$ cat src/design/esam_defines.vh
// offsets, field positions, reset values and codes for the error action block
`ifndef ESAM_DEFINES_VH
`define ESAM_DEFINES_VH
`define ESAM_STAT_W 24
`define ESAM_OFF_AUX_MASK 4'h0
`define ESAM_OFF_FRZ_MASK 4'h1
`define ESAM_OFF_T1_MASK 4'h2
`define ESAM_OFF_T1_MODE 4'h3
`define ESAM_OFF_T1_RATE 4'h4
`define ESAM_OFF_STATUS 4'h5
`define ESAM_OFF_IRQ_STAT 4'h6
`define ESAM_OFF_IRQ_EN 4'h7
`define ESAM_OFF_IRQ_CLR 4'h8
`define ESAM_OFF_ACTIONS 4'h9
`define ESAM_RST_AUX 24'h000000
`define ESAM_RST_FRZ 24'h000008
`define ESAM_RST_T1 24'h019B01
`define ESAM_RST_MODE 2'h0
`define ESAM_RST_RATE 16'h0000
`define ESAM_RESERVED 24'hC00400
`define ESAM_MODE_NONE 2'h0
`define ESAM_MODE_HOLD 2'h1
`define ESAM_MODE_EXIT 2'h2
`define ESAM_BIT_TRAVEL_LO 6
`define ESAM_BIT_TRAVEL_HI 9
`define ESAM_IRQ_AUX 0
`define ESAM_IRQ_FRZ 1
`define ESAM_IRQ_HOLD 2
`define ESAM_IRQ_EXIT 3
`define ESAM_IRQ_W 4
`endif

$ cat src/design/esam_mask_hit.v
// one mask action: or over status and mask with reserved positions removed
`include "esam_defines.vh"
module esam_mask_hit #(
  parameter W = 24
) (
  input wire [W-1:0] status,
  input wire [W-1:0] mask,
  output wire hit
);
  wire [W-1:0] keep = ~`ESAM_RESERVED;
  assign hit = |(status & mask & keep);
endmodule

$ cat src/design/esam_top.v
// error status action masks with avalon register slave
`include "esam_defines.vh"
// Behaviour
// - The auxiliary pin is active while any non-reserved status bit enabled in the auxiliary mask is set.
// - A mask bit of one enables its action for the matching status bit, e.g. bits 6 to 9 for all travel limits.
// - The auxiliary mask resets to zero.
// - A freeze-selected active condition stops position command updates at once, holding the command.
// - The freeze mask resets to 0x8, selecting status bit 3.
// - Task-one mode two with a selected active condition stops and exits the task-one program.
// - Task-one mode one with a selected active condition feedholds task one at the programmed rate.
// - Task-one mode zero takes no task-one exception action.
// - The task-one mask resets to 0x019B01.
// - Masks are 24 bits matching the status word, with bits 10, 22 and 23 reserved.
// - Bits 6 and 7 are software travel limits and bits 8 and 9 hardware travel limits.
// - Bits 12 to 21 are the traps, user traps, task runtime errors and calibration error.
module esam_top #(
  parameter W = 24,
  parameter RATE_W = 16,
  parameter POS_W = 32
) (
  input wire clk,
  input wire rst_b,
  input wire [3:0] avs_address,
  input wire avs_read,
  input wire avs_write,
  input wire [31:0] avs_writedata,
  input wire [3:0] avs_byteenable,
  output reg [31:0] avs_readdata,
  output reg avs_waitrequest,
  input wire [W-1:0] err_status,
  input wire [POS_W-1:0] traj_pos_cmd,
  output reg [POS_W-1:0] pos_cmd_q,
  output reg aux_out_q,
  output reg freeze_q,
  output reg t1_hold_q,
  output reg t1_exit_q,
  output reg [RATE_W-1:0] t1_hold_rate_q,
  output reg irq_q
);
  reg [W-1:0] aux_mask_q;
  reg [W-1:0] frz_mask_q;
  reg [W-1:0] t1_mask_q;
  reg [1:0] t1_mode_q;
  reg [`ESAM_IRQ_W-1:0] irq_stat_q;
  reg [`ESAM_IRQ_W-1:0] irq_en_q;
  reg [`ESAM_IRQ_W-1:0] irq_stat_d;
  reg [`ESAM_IRQ_W-1:0] prev_q;
  reg ack_q;
  wire aux_hit;
  wire frz_hit;
  wire t1_hit;
  wire t1_hold_d;
  wire t1_exit_d;
  wire [`ESAM_IRQ_W-1:0] events;
  wire acc = (avs_read | avs_write) & ~ack_q;
  // writes commit on the edge the master sees waitrequest low
  wire wr = avs_write & ack_q;

  // byte-lane merge of write data onto a register
  function [31:0] merge;
    input [31:0] old;
    input [31:0] nw;
    input [3:0] be;
    integer i;
    begin
      merge = old;
      for (i = 0; i < 4; i = i + 1)
        if (be[i])
          merge[i*8 +: 8] = nw[i*8 +: 8];
    end
  endfunction

  // merged write words, cut back to register width on purpose
  wire [31:0] aux_mrg = merge({{(32-W){1'b0}}, aux_mask_q}, avs_writedata,
    avs_byteenable);
  wire [31:0] frz_mrg = merge({{(32-W){1'b0}}, frz_mask_q}, avs_writedata,
    avs_byteenable);
  wire [31:0] t1_mrg = merge({{(32-W){1'b0}}, t1_mask_q}, avs_writedata,
    avs_byteenable);
  wire [31:0] rate_mrg = merge({{(32-RATE_W){1'b0}}, t1_hold_rate_q},
    avs_writedata, avs_byteenable);

  // status bit layout travels straight through; bits 6..9 travel limits,
  // 12..21 traps and task errors, 10/22/23 reserved
  esam_mask_hit #(.W(W)) u_aux (
    .status(err_status),
    .mask(aux_mask_q),
    .hit(aux_hit)
  );
  esam_mask_hit #(.W(W)) u_frz (
    .status(err_status),
    .mask(frz_mask_q),
    .hit(frz_hit)
  );
  esam_mask_hit #(.W(W)) u_t1 (
    .status(err_status),
    .mask(t1_mask_q),
    .hit(t1_hit)
  );

  assign t1_hold_d = t1_hit & (t1_mode_q == `ESAM_MODE_HOLD);
  assign t1_exit_d = t1_hit & (t1_mode_q == `ESAM_MODE_EXIT);
  assign events = {t1_exit_d, t1_hold_d, frz_hit, aux_hit} & ~prev_q;

  always @(posedge clk or negedge rst_b) begin
    if (!rst_b) begin
      aux_out_q <= 1'b0;
      freeze_q <= 1'b0;
      t1_hold_q <= 1'b0;
      t1_exit_q <= 1'b0;
      prev_q <= {`ESAM_IRQ_W{1'b0}};
      pos_cmd_q <= {POS_W{1'b0}};
    end else begin
      aux_out_q <= aux_hit;
      freeze_q <= frz_hit;
      t1_hold_q <= t1_hold_d;
      t1_exit_q <= t1_exit_d;
      prev_q <= {t1_exit_d, t1_hold_d, frz_hit, aux_hit};
      // combinational hit so the hold starts in the same edge
      if (!frz_hit)
        pos_cmd_q <= traj_pos_cmd;
    end
  end

  // set wins over clear on the same edge
  always @* begin
    irq_stat_d = irq_stat_q;
    if (wr && avs_address == `ESAM_OFF_IRQ_CLR)
      irq_stat_d = irq_stat_d & ~avs_writedata[`ESAM_IRQ_W-1:0];
    irq_stat_d = irq_stat_d | events;
  end

  always @(posedge clk or negedge rst_b) begin
    if (!rst_b) begin
      aux_mask_q <= `ESAM_RST_AUX;
      frz_mask_q <= `ESAM_RST_FRZ;
      t1_mask_q <= `ESAM_RST_T1;
      t1_mode_q <= `ESAM_RST_MODE;
      t1_hold_rate_q <= `ESAM_RST_RATE;
      irq_stat_q <= {`ESAM_IRQ_W{1'b0}};
      irq_en_q <= {`ESAM_IRQ_W{1'b0}};
      irq_q <= 1'b0;
    end else begin
      irq_stat_q <= irq_stat_d;
      irq_q <= |(irq_stat_d & irq_en_q);
      if (wr) begin
        case (avs_address)
          `ESAM_OFF_AUX_MASK: aux_mask_q <= aux_mrg[W-1:0];
          `ESAM_OFF_FRZ_MASK: frz_mask_q <= frz_mrg[W-1:0];
          `ESAM_OFF_T1_MASK: t1_mask_q <= t1_mrg[W-1:0];
          `ESAM_OFF_T1_MODE: if (avs_byteenable[0])
            t1_mode_q <= avs_writedata[1:0];
          `ESAM_OFF_T1_RATE: t1_hold_rate_q <= rate_mrg[RATE_W-1:0];
          `ESAM_OFF_IRQ_EN: if (avs_byteenable[0])
            irq_en_q <= avs_writedata[`ESAM_IRQ_W-1:0];
          default: ;
        endcase
      end
    end
  end

  // one wait state: waitrequest drops one cycle after the request rises
  always @(posedge clk or negedge rst_b) begin
    if (!rst_b) begin
      ack_q <= 1'b0;
      avs_waitrequest <= 1'b1;
      avs_readdata <= 32'h00000000;
    end else begin
      ack_q <= acc;
      avs_waitrequest <= ~acc;
      if (acc && avs_read) begin
        case (avs_address)
          `ESAM_OFF_AUX_MASK: avs_readdata <= {8'h00, aux_mask_q};
          `ESAM_OFF_FRZ_MASK: avs_readdata <= {8'h00, frz_mask_q};
          `ESAM_OFF_T1_MASK: avs_readdata <= {8'h00, t1_mask_q};
          `ESAM_OFF_T1_MODE: avs_readdata <= {30'h00000000, t1_mode_q};
          `ESAM_OFF_T1_RATE: avs_readdata <= {16'h0000, t1_hold_rate_q};
          `ESAM_OFF_STATUS: avs_readdata <= {8'h00, err_status};
          `ESAM_OFF_IRQ_STAT: avs_readdata <= {28'h0000000, irq_stat_q};
          `ESAM_OFF_IRQ_EN: avs_readdata <= {28'h0000000, irq_en_q};
          `ESAM_OFF_ACTIONS: avs_readdata <= {28'h0000000, t1_exit_q,
            t1_hold_q, freeze_q, aux_out_q};
          default: avs_readdata <= 32'h00000000;
        endcase
      end
    end
  end
endmodule

$ cat config.mk
export PLATFORM = sky130hd
export DESIGN_NAME = esam_top
export DESIGN_NICKNAME = d
export VERILOG_FILES = /design/src/design/esam_mask_hit.v /design/src/design/esam_top.v
export VERILOG_INCLUDE_DIRS = /design/src /design/src/design
export SDC_FILE = /design/constraint.sdc
export NUM_CORES = 1
export LEC_CHECK = 0
export ABC_CLOCK_PERIOD_IN_PS = 2100
export CAP_MARGIN = 20
export CORE_MARGIN = 5
export CORE_UTILIZATION = 57
export DETAILED_ROUTE_END_ITERATION = 7
export DONT_BUFFER_PORTS = 1
export PLACE_DENSITY = 0.79
export REMOVE_ABC_BUFFERS = 1
export SYNTH_ARGS = -nofsm -noshare
export SYNTH_HDL_FRONTEND = slang
export SYNTH_SLANG_ARGS = --single-unit
$ cat constraint.sdc
create_clock -name clk -period 2.1 [get_ports clk]
set_clock_uncertainty 0.15 [all_clocks]
set_input_delay 0.315 -clock clk [delete_from_list [all_inputs] [get_ports clk]]
set_output_delay 0.315 -clock clk [all_outputs]
set_load 0.01 [all_outputs]
==> results of run 1 <==
kinds of logic after synthesis:
family,count (synthesis),share of synthesized area [%]
flops,161,55.45
compound gates,138,14.37
mux,131,20.23
simple gates,83,6.989
buf+inv,41,2.902
other cells,1,0.05147
state kept, by name, summed over array words and instances, names as in the netlist:
name,flops
ack_q,1
aux_mask_q,24
avs_readdata,24
avs_waitrequest,1
frz_mask_q,24
irq_en_q,4
irq_q,1
irq_stat_q,4
pos_cmd_q,32
prev_q,4
t1_hold_rate_q,16
t1_mask_q,24
t1_mode_q,2
power breakdown:
group / switching [uW] / internal [uW] / leakage, uW
clock network: 1290 / 1800 / 0.000288
logic: 650 / 1090 / 0.00169
registers: 768 / 3770 / 0.00206
total: 2710 / 6650 / 0.00403
cell usage in the layout, fill, tap and decap left out, types with 4 or more instances in the layout:
cell type        n
nand2b_1         4
dfstp_2          9
a22oi_1         34
dlygate4sd3_1   62
nand3_1          9
and3_1           4
o21ai_0         13
a22o_1          15
nor2_1          10
buf_4           35
nor2b_1          4
inv_1            8
conb_1           8
dfrtp_1        152
mux2_2         112
nand2_1         17
a21o_1          14
a221oi_1        13
nor2_2           6
a31oi_1          4
a21oi_1         15
a222oi_1        18
inv_6            5
mux2_4          18
clkbuf_16       18
nor3_1           4
worst max-delay path: cells and delay by family (launching register included):
family	cells	cell delay [ps]
muxes	1	340
AOI/OAI and AO/OA	1	450
and+or+nand+nor	2	410
DFF	1	390
buffers and inverters	2	340
layout make-up:
| type | count | area, um2 | area share, % |
|---|---|---|---|
| timing repair buffer | 101 | 975.9 | 10.84 |
| sequential | 161 | 4040 | 44.88 |
| inverter | 8 | 30.03 | 0.3336 |
| tap | 172 | 215.2 | 2.391 |
| clock inverter | 14 | 155.1 | 1.723 |
| multi-input combinational | 360 | 3147 | 34.95 |
| clock buffer | 18 | 439.2 | 4.878 |
per-stage QoR:
step	util (%)	std cells	TNS, ps	setup slack (ps)
floorplan	-	529	-14470	-477.4
global placement	60.85	736	-2479	-85.68
detailed placement	60.85	736	-6153	-207.2
CTS	70.75	831	-1636	-73.90
global route	71.63	834	-3929	-152.9
finish	71.63	834	-1872	-97.19
routing by layer:
metal | vias to the layer above | wire, um
met1 | 2774 | 8033
li1 | 2319 | -
met4 | 0 | 631
met2 | 358 | 10060
met3 | 59 | 2303
met5 | - | 0
worst max path at each step:
stage | startpoint | depth (start not counted) | slack [ps] | end
global route | frz_mask_q[14] | 6 | -150 | pos_cmd_q[15]
global placement | frz_mask_q[14] | 5 | -90 | pos_cmd_q[26]
floorplan | frz_mask_q[14] | 5 | -480 | irq_q
CTS | frz_mask_q[15] | 6 | -70 | pos_cmd_q[26]
detailed placement | frz_mask_q[14] | 5 | -210 | pos_cmd_q[3]
finish | frz_mask_q[15] | 6 | -100 | pos_cmd_q[28]
what timing repair did:
item | CTS | global route
setup buffers | 2 | 1
pin swaps | 3 | 0
hold buffers | 61 | 1
endpoints found under the setup margin | 33 | 33
gates cloned | 0 | 1
gates resized for setup | 2 | 18
endpoints found under the hold margin | 291 | 162
==> run metrics, run 1 <==
status=finished with violations; violated checks=hold timing, setup timing; IO Port Bufs=0; global placement routability congestion=0.9355; Seq cells post-synth=161; Root Buffer=clkbuf_16; worst IR drop on VDD=0.0009037 V; CP arrival=2360 ps; clock buffer depth=2; CTS Sinks=roughly 160; number of synthesized flops with an enable pin=0; Synth top cells by count=152 x dfrtp_1, 130 x mux2_2, 34 x a22oi_1, 18 x a222oi_1, 17 x nand2_1; Crit. End Element=flop; die width=123.1 um; clk slew on worst S/H paths=60 ps; area leader, netlist=dfrtp_1; crit path max-delay cell type=a222oi_1; f_max=roughly 0.46 GHz; Req. time, crit path=2260 ps; Remaining DRCs=0; grt peak-use layer=met2; # Max-Cap Violations=0; Total Routing Usage GR=approximately 28%; top post-synthesis cells by area=dfrtp_1 52%, mux2_2 20%, a22oi_1 3.5%; final worst-path cycle share=104.6%; CTS H-Tree Depth=4; post-DP HPWL=14090 um; layout cells sized above 1=33.99%; drt first-iter violations=between 500 and 600; Routed Antenna Nets=0; Worst-Margin Slew=slightly below 500 ps; Critical Path Fanout Max=13; fill count=roughly 840; Syn. warnings=0; P&R area growth vs syn=23.56%; Die Span Y=between 100 and 150 um; kind of start point of the critical path=flop; num ports=~190; Clk Latency, worst-skew pair=430 ps; initial core utilization=57.97%; synthesized area per cell=around 13 um2; static leakage=0.004033 uW; Async SR Flop Fraction=100.0%; TritonCTS Buffers=17; P per Cell Area=1040 nW/um2; core area=12570 um2; worst r2r dst=pos_cmd_q[28]; initial antenna violation count=0; CTS tree=done; crit path cell chain=a222oi_1, nand3_1, nor3_4, buf_12, clkbuf_16, mux2_2; final wirelength=21030 um; Setup CP Type=reg -> reg; GR Util met3=10.57%; met2 usage=a little over two fifths; Netlist cell types=53; Worst Hold Class=in -> async; fin crit period=2197 ps; first-pass GRT wire length=between 30000 and 40000 um; # setup viols final=34; design area=9002 um2; sequential element share of the synthesized area=55.45%; ys flop type=dfrtp_1; Pwr Total=around 9400 uW; Slew Limit Fails=0; R2R Setup Slk=-100 ps; Nets=749; vias per cell=6.607; RSZ-0062 raised after global routing=yes; Crit path largest cell delay=450 ps; Cell Area, Synth=7286 um2; placed inst area=7647 um2; largest net degree at the start of global routing=~160; Via Count=between 5000 and 6000; die footprint=15140 um2; worst r2r path cells=6; # diodes=0; synthesized netlist cell count=555; count leader, synth=dfrtp_1; DR WL/cell=roughly 25 um; Cell Rows=41; M1 GR Usage=36.19%; Worst slew margin=66.65%; worst setup margin=-97.19 ps; final hold vios=161; final global-route overflow total=0; Hold WS=-565.3 ps; Synth top area share=52.21%; worst r2r src=frz_mask_q[15]; number of global-route vias before repair=5729; 1st-pass router iterations=5
No activity file was read; power rests on OpenSTA's default activity.
==> run 2, diff against run 1 <==
--- a/config.mk
+++ b/config.mk
@@ -9,10 +9,11 @@
 export ABC_CLOCK_PERIOD_IN_PS = 2100
 export CAP_MARGIN = 20
 export CORE_MARGIN = 5
-export CORE_UTILIZATION = 57
+export CORE_UTILIZATION = 60
+export CTS_BUF_LIST = sky130_fd_sc_hd__clkbuf_4
 export DETAILED_ROUTE_END_ITERATION = 7
 export DONT_BUFFER_PORTS = 1
-export PLACE_DENSITY = 0.79
+export PLACE_DENSITY = 0.83
 export REMOVE_ABC_BUFFERS = 1
 export SYNTH_ARGS = -nofsm -noshare
 export SYNTH_HDL_FRONTEND = slang
==> run metrics, run 2 (same netlist as run 1, synthesis figures left out) <==
status=finished with violations; violated checks=hold timing, setup timing; Worst path top cell family by delay=compound AO/OA/AOI/OAI gates; Worst Hold Class=in -> async; layout cells sized above 1=33.57% (-0.41 points); # diodes=0 (unchanged); IO Port Bufs=0 (unchanged); Setup CP Type=reg -> reg; Worst slew margin=58.49% (-8.2 points); DR WL/cell=27.17 um (+7.8%); number of global-route vias before repair=5945 (+3.8%); Remaining DRCs=0 (unchanged); Final Util=75.52% (+3.9 points); final wirelength=22770 um (+8.3%); worst setup margin=-89.65 ps (+7.545 ps); Die Span Y=120.2 um (-2.3%); clk slew on worst S/H paths=130 ps (+70 ps); final global-route overflow total=0 (unchanged); static leakage=0.004076 uW (+1.1%); Gate power share=23.4% (+4.8 points); clock buffer depth=2 (unchanged); Reg with most FFs=pos_cmd_q; CTS tree=done; vias per cell=6.992 (+5.8%); Worst-Margin Slew=606.9 ps (+119.3 ps); # Max-Cap Violations=0 (unchanged); final hold vios=161 (unchanged); CP bufs+invs=2 (unchanged); Crit path largest cell delay=430 ps (-20 ps); largest net degree at the start of global routing=162 (unchanged); Cell Int Power=5946 uW (-11%); Via Count=5859 (+6.3%); CTS Sinks=161 (unchanged); kind of start point of the critical path=flop; Critical Path Fanout Max=8 (-5); Req. time, crit path=2440 ps (+180 ps); P per Cell Area=948.0 nW/um2 (-8.8%); RSZ-0062 raised after global routing=yes; first-pass GRT wire length=34020 um (+5.3%); fin crit period=2190 ps (-7.545 ps); die width=120.2 um (-2.3%); drt first-iter violations=767 (+43%); Routed Antenna Nets=0 (unchanged); Sw Ratio=30.56% (+1.6 points); core area=11960 um2 (-4.8%); Switching Power=2617 uW (-3.3%); DP Worst Slack=-95.05 ps (+112.1 ps); Nets=780 (+4.1%); P&R area growth vs syn=23.99%; crit path cell chain=a222oi_1, nand3_1, nor3_4, buf_6, clkbuf_16, mux2_4; Root Buffer=clkbuf_4; Clk Latency, worst-skew pair=580 ps (+150 ps); f_max=0.4567 GHz (+0.34%); initial core utilization=60.91% (+2.9 points); most common cell after layout, fill and taps aside=dfrtp_1; initial antenna violation count=0 (unchanged); final worst-path cycle share=104.3% (-0.36 points); CP arrival=2530 ps (+170 ps); CTS H-Tree Depth=4 (unchanged); Slew Limit Fails=0 (unchanged); Total Routing Usage GR=30.82% (+2.5 points); Cell Rows=40 (-2.4%); die footprint=14450 um2 (-4.6%); Clock power frac=23.4% (-9.6 points); Pwr Total=8564 uW (-8.5%); num ports=186 (unchanged); max FFs per register=32 (unchanged); post-DP HPWL=14070 um (-0.17%); TritonCTS Buffers=17 (unchanged); worst IR drop on VDD=0.0009677 V (+7.1%); commonest non-fill, non-tap cells in the layout=152 x dfrtp_1, 107 x mux2_2, 85 x dlygate4sd3_1; Hold WS=-741.0 ps (-175.7 ps); # setup viols final=33 (-2.9%); 1st-pass router iterations=8 (+3); Crit. End Element=flop; global placement routability congestion=0.9544 (+2.0%); crit path max-delay cell type=a222oi_1; Seq pwr share=53.2% (+4.8 points)
[run 2: layer usage]
metal	GRT usage [%]	share of wire, %	vias up
li1	-	-	2372
met1	38.13	36	2967
met2	49.10	49	441
met3	12.30	11	79
met4	11.38	3.0	0
met5	0	0	-
[run 2: area by class of cell]
type | instances | area [um2]
Clock buffer | 18 | 135.1
Clock inverter | 12 | 168.9
Fill cell | 705 | 2928
Inverter | 8 | 30.03
Multi-Input combinational cell | 360 | 3172
Sequential cell | 161 | 4040
Tap cell | 147 | 183.9
Timing Repair Buffer | 132 | 1304
[run 2: worst register-to-register path: stages, from the launching register on]
cell,delay (ps)
dfrtp_1,410
a222oi_1,430
nand3_1,210
nor3_4,220
buf_6,180
clkbuf_16,180
mux2_4,310
[run 2: power groups by stage]
| stage | clock network [uW] | logic, uW | registers [uW] |
|---|---|---|---|
| after floorplan | 0 | 1010 | 4350 |
| after global placement | 0 | 1250 | 4520 |
| after detailed placement | 0 | 1330 | 4560 |
| after CTS | 2000 | 1690 | 4510 |
| after global routing | 2170 | 2120 | 4620 |
| final | 2000 | 2000 | 4550 |
[run 2: worst paths after layout]
path	start	to	slack, ps	cells after the start
max	frz_mask_q[14]	pos_cmd_q[10]	-90	6
min	rst_b	pos_cmd_q[11]	-740	0
max reg2reg	frz_mask_q[14]	pos_cmd_q[10]	-90	6
min reg2reg	frz_mask_q[23]	frz_mask_q[23]	380	1
max in group asynchronous	rst_b	avs_waitrequest	2200	0
min in group clk	avs_address[0]	avs_readdata[2]	30	3
[run 2: metrics by stage]
step	TNS [ps]	instance area, um2	instances
finish	-2218	9034	838
global route	-5572	9034	838
CTS	-2853	8870	832
detailed placement	-2596	7619	713
global placement	0	7619	713
floorplan	-14470	7131	529
[run 2: timing repair]
action                                 in CTS  in global routing
hold buffers                               84                  1
setup endpoints to repair                  33                 53
cloned                                      1                  3
pin swaps                                   3                  3
gates resized for setup                    14                 18
buffers inserted                            4                  2
endpoints found under the hold margin     319                162
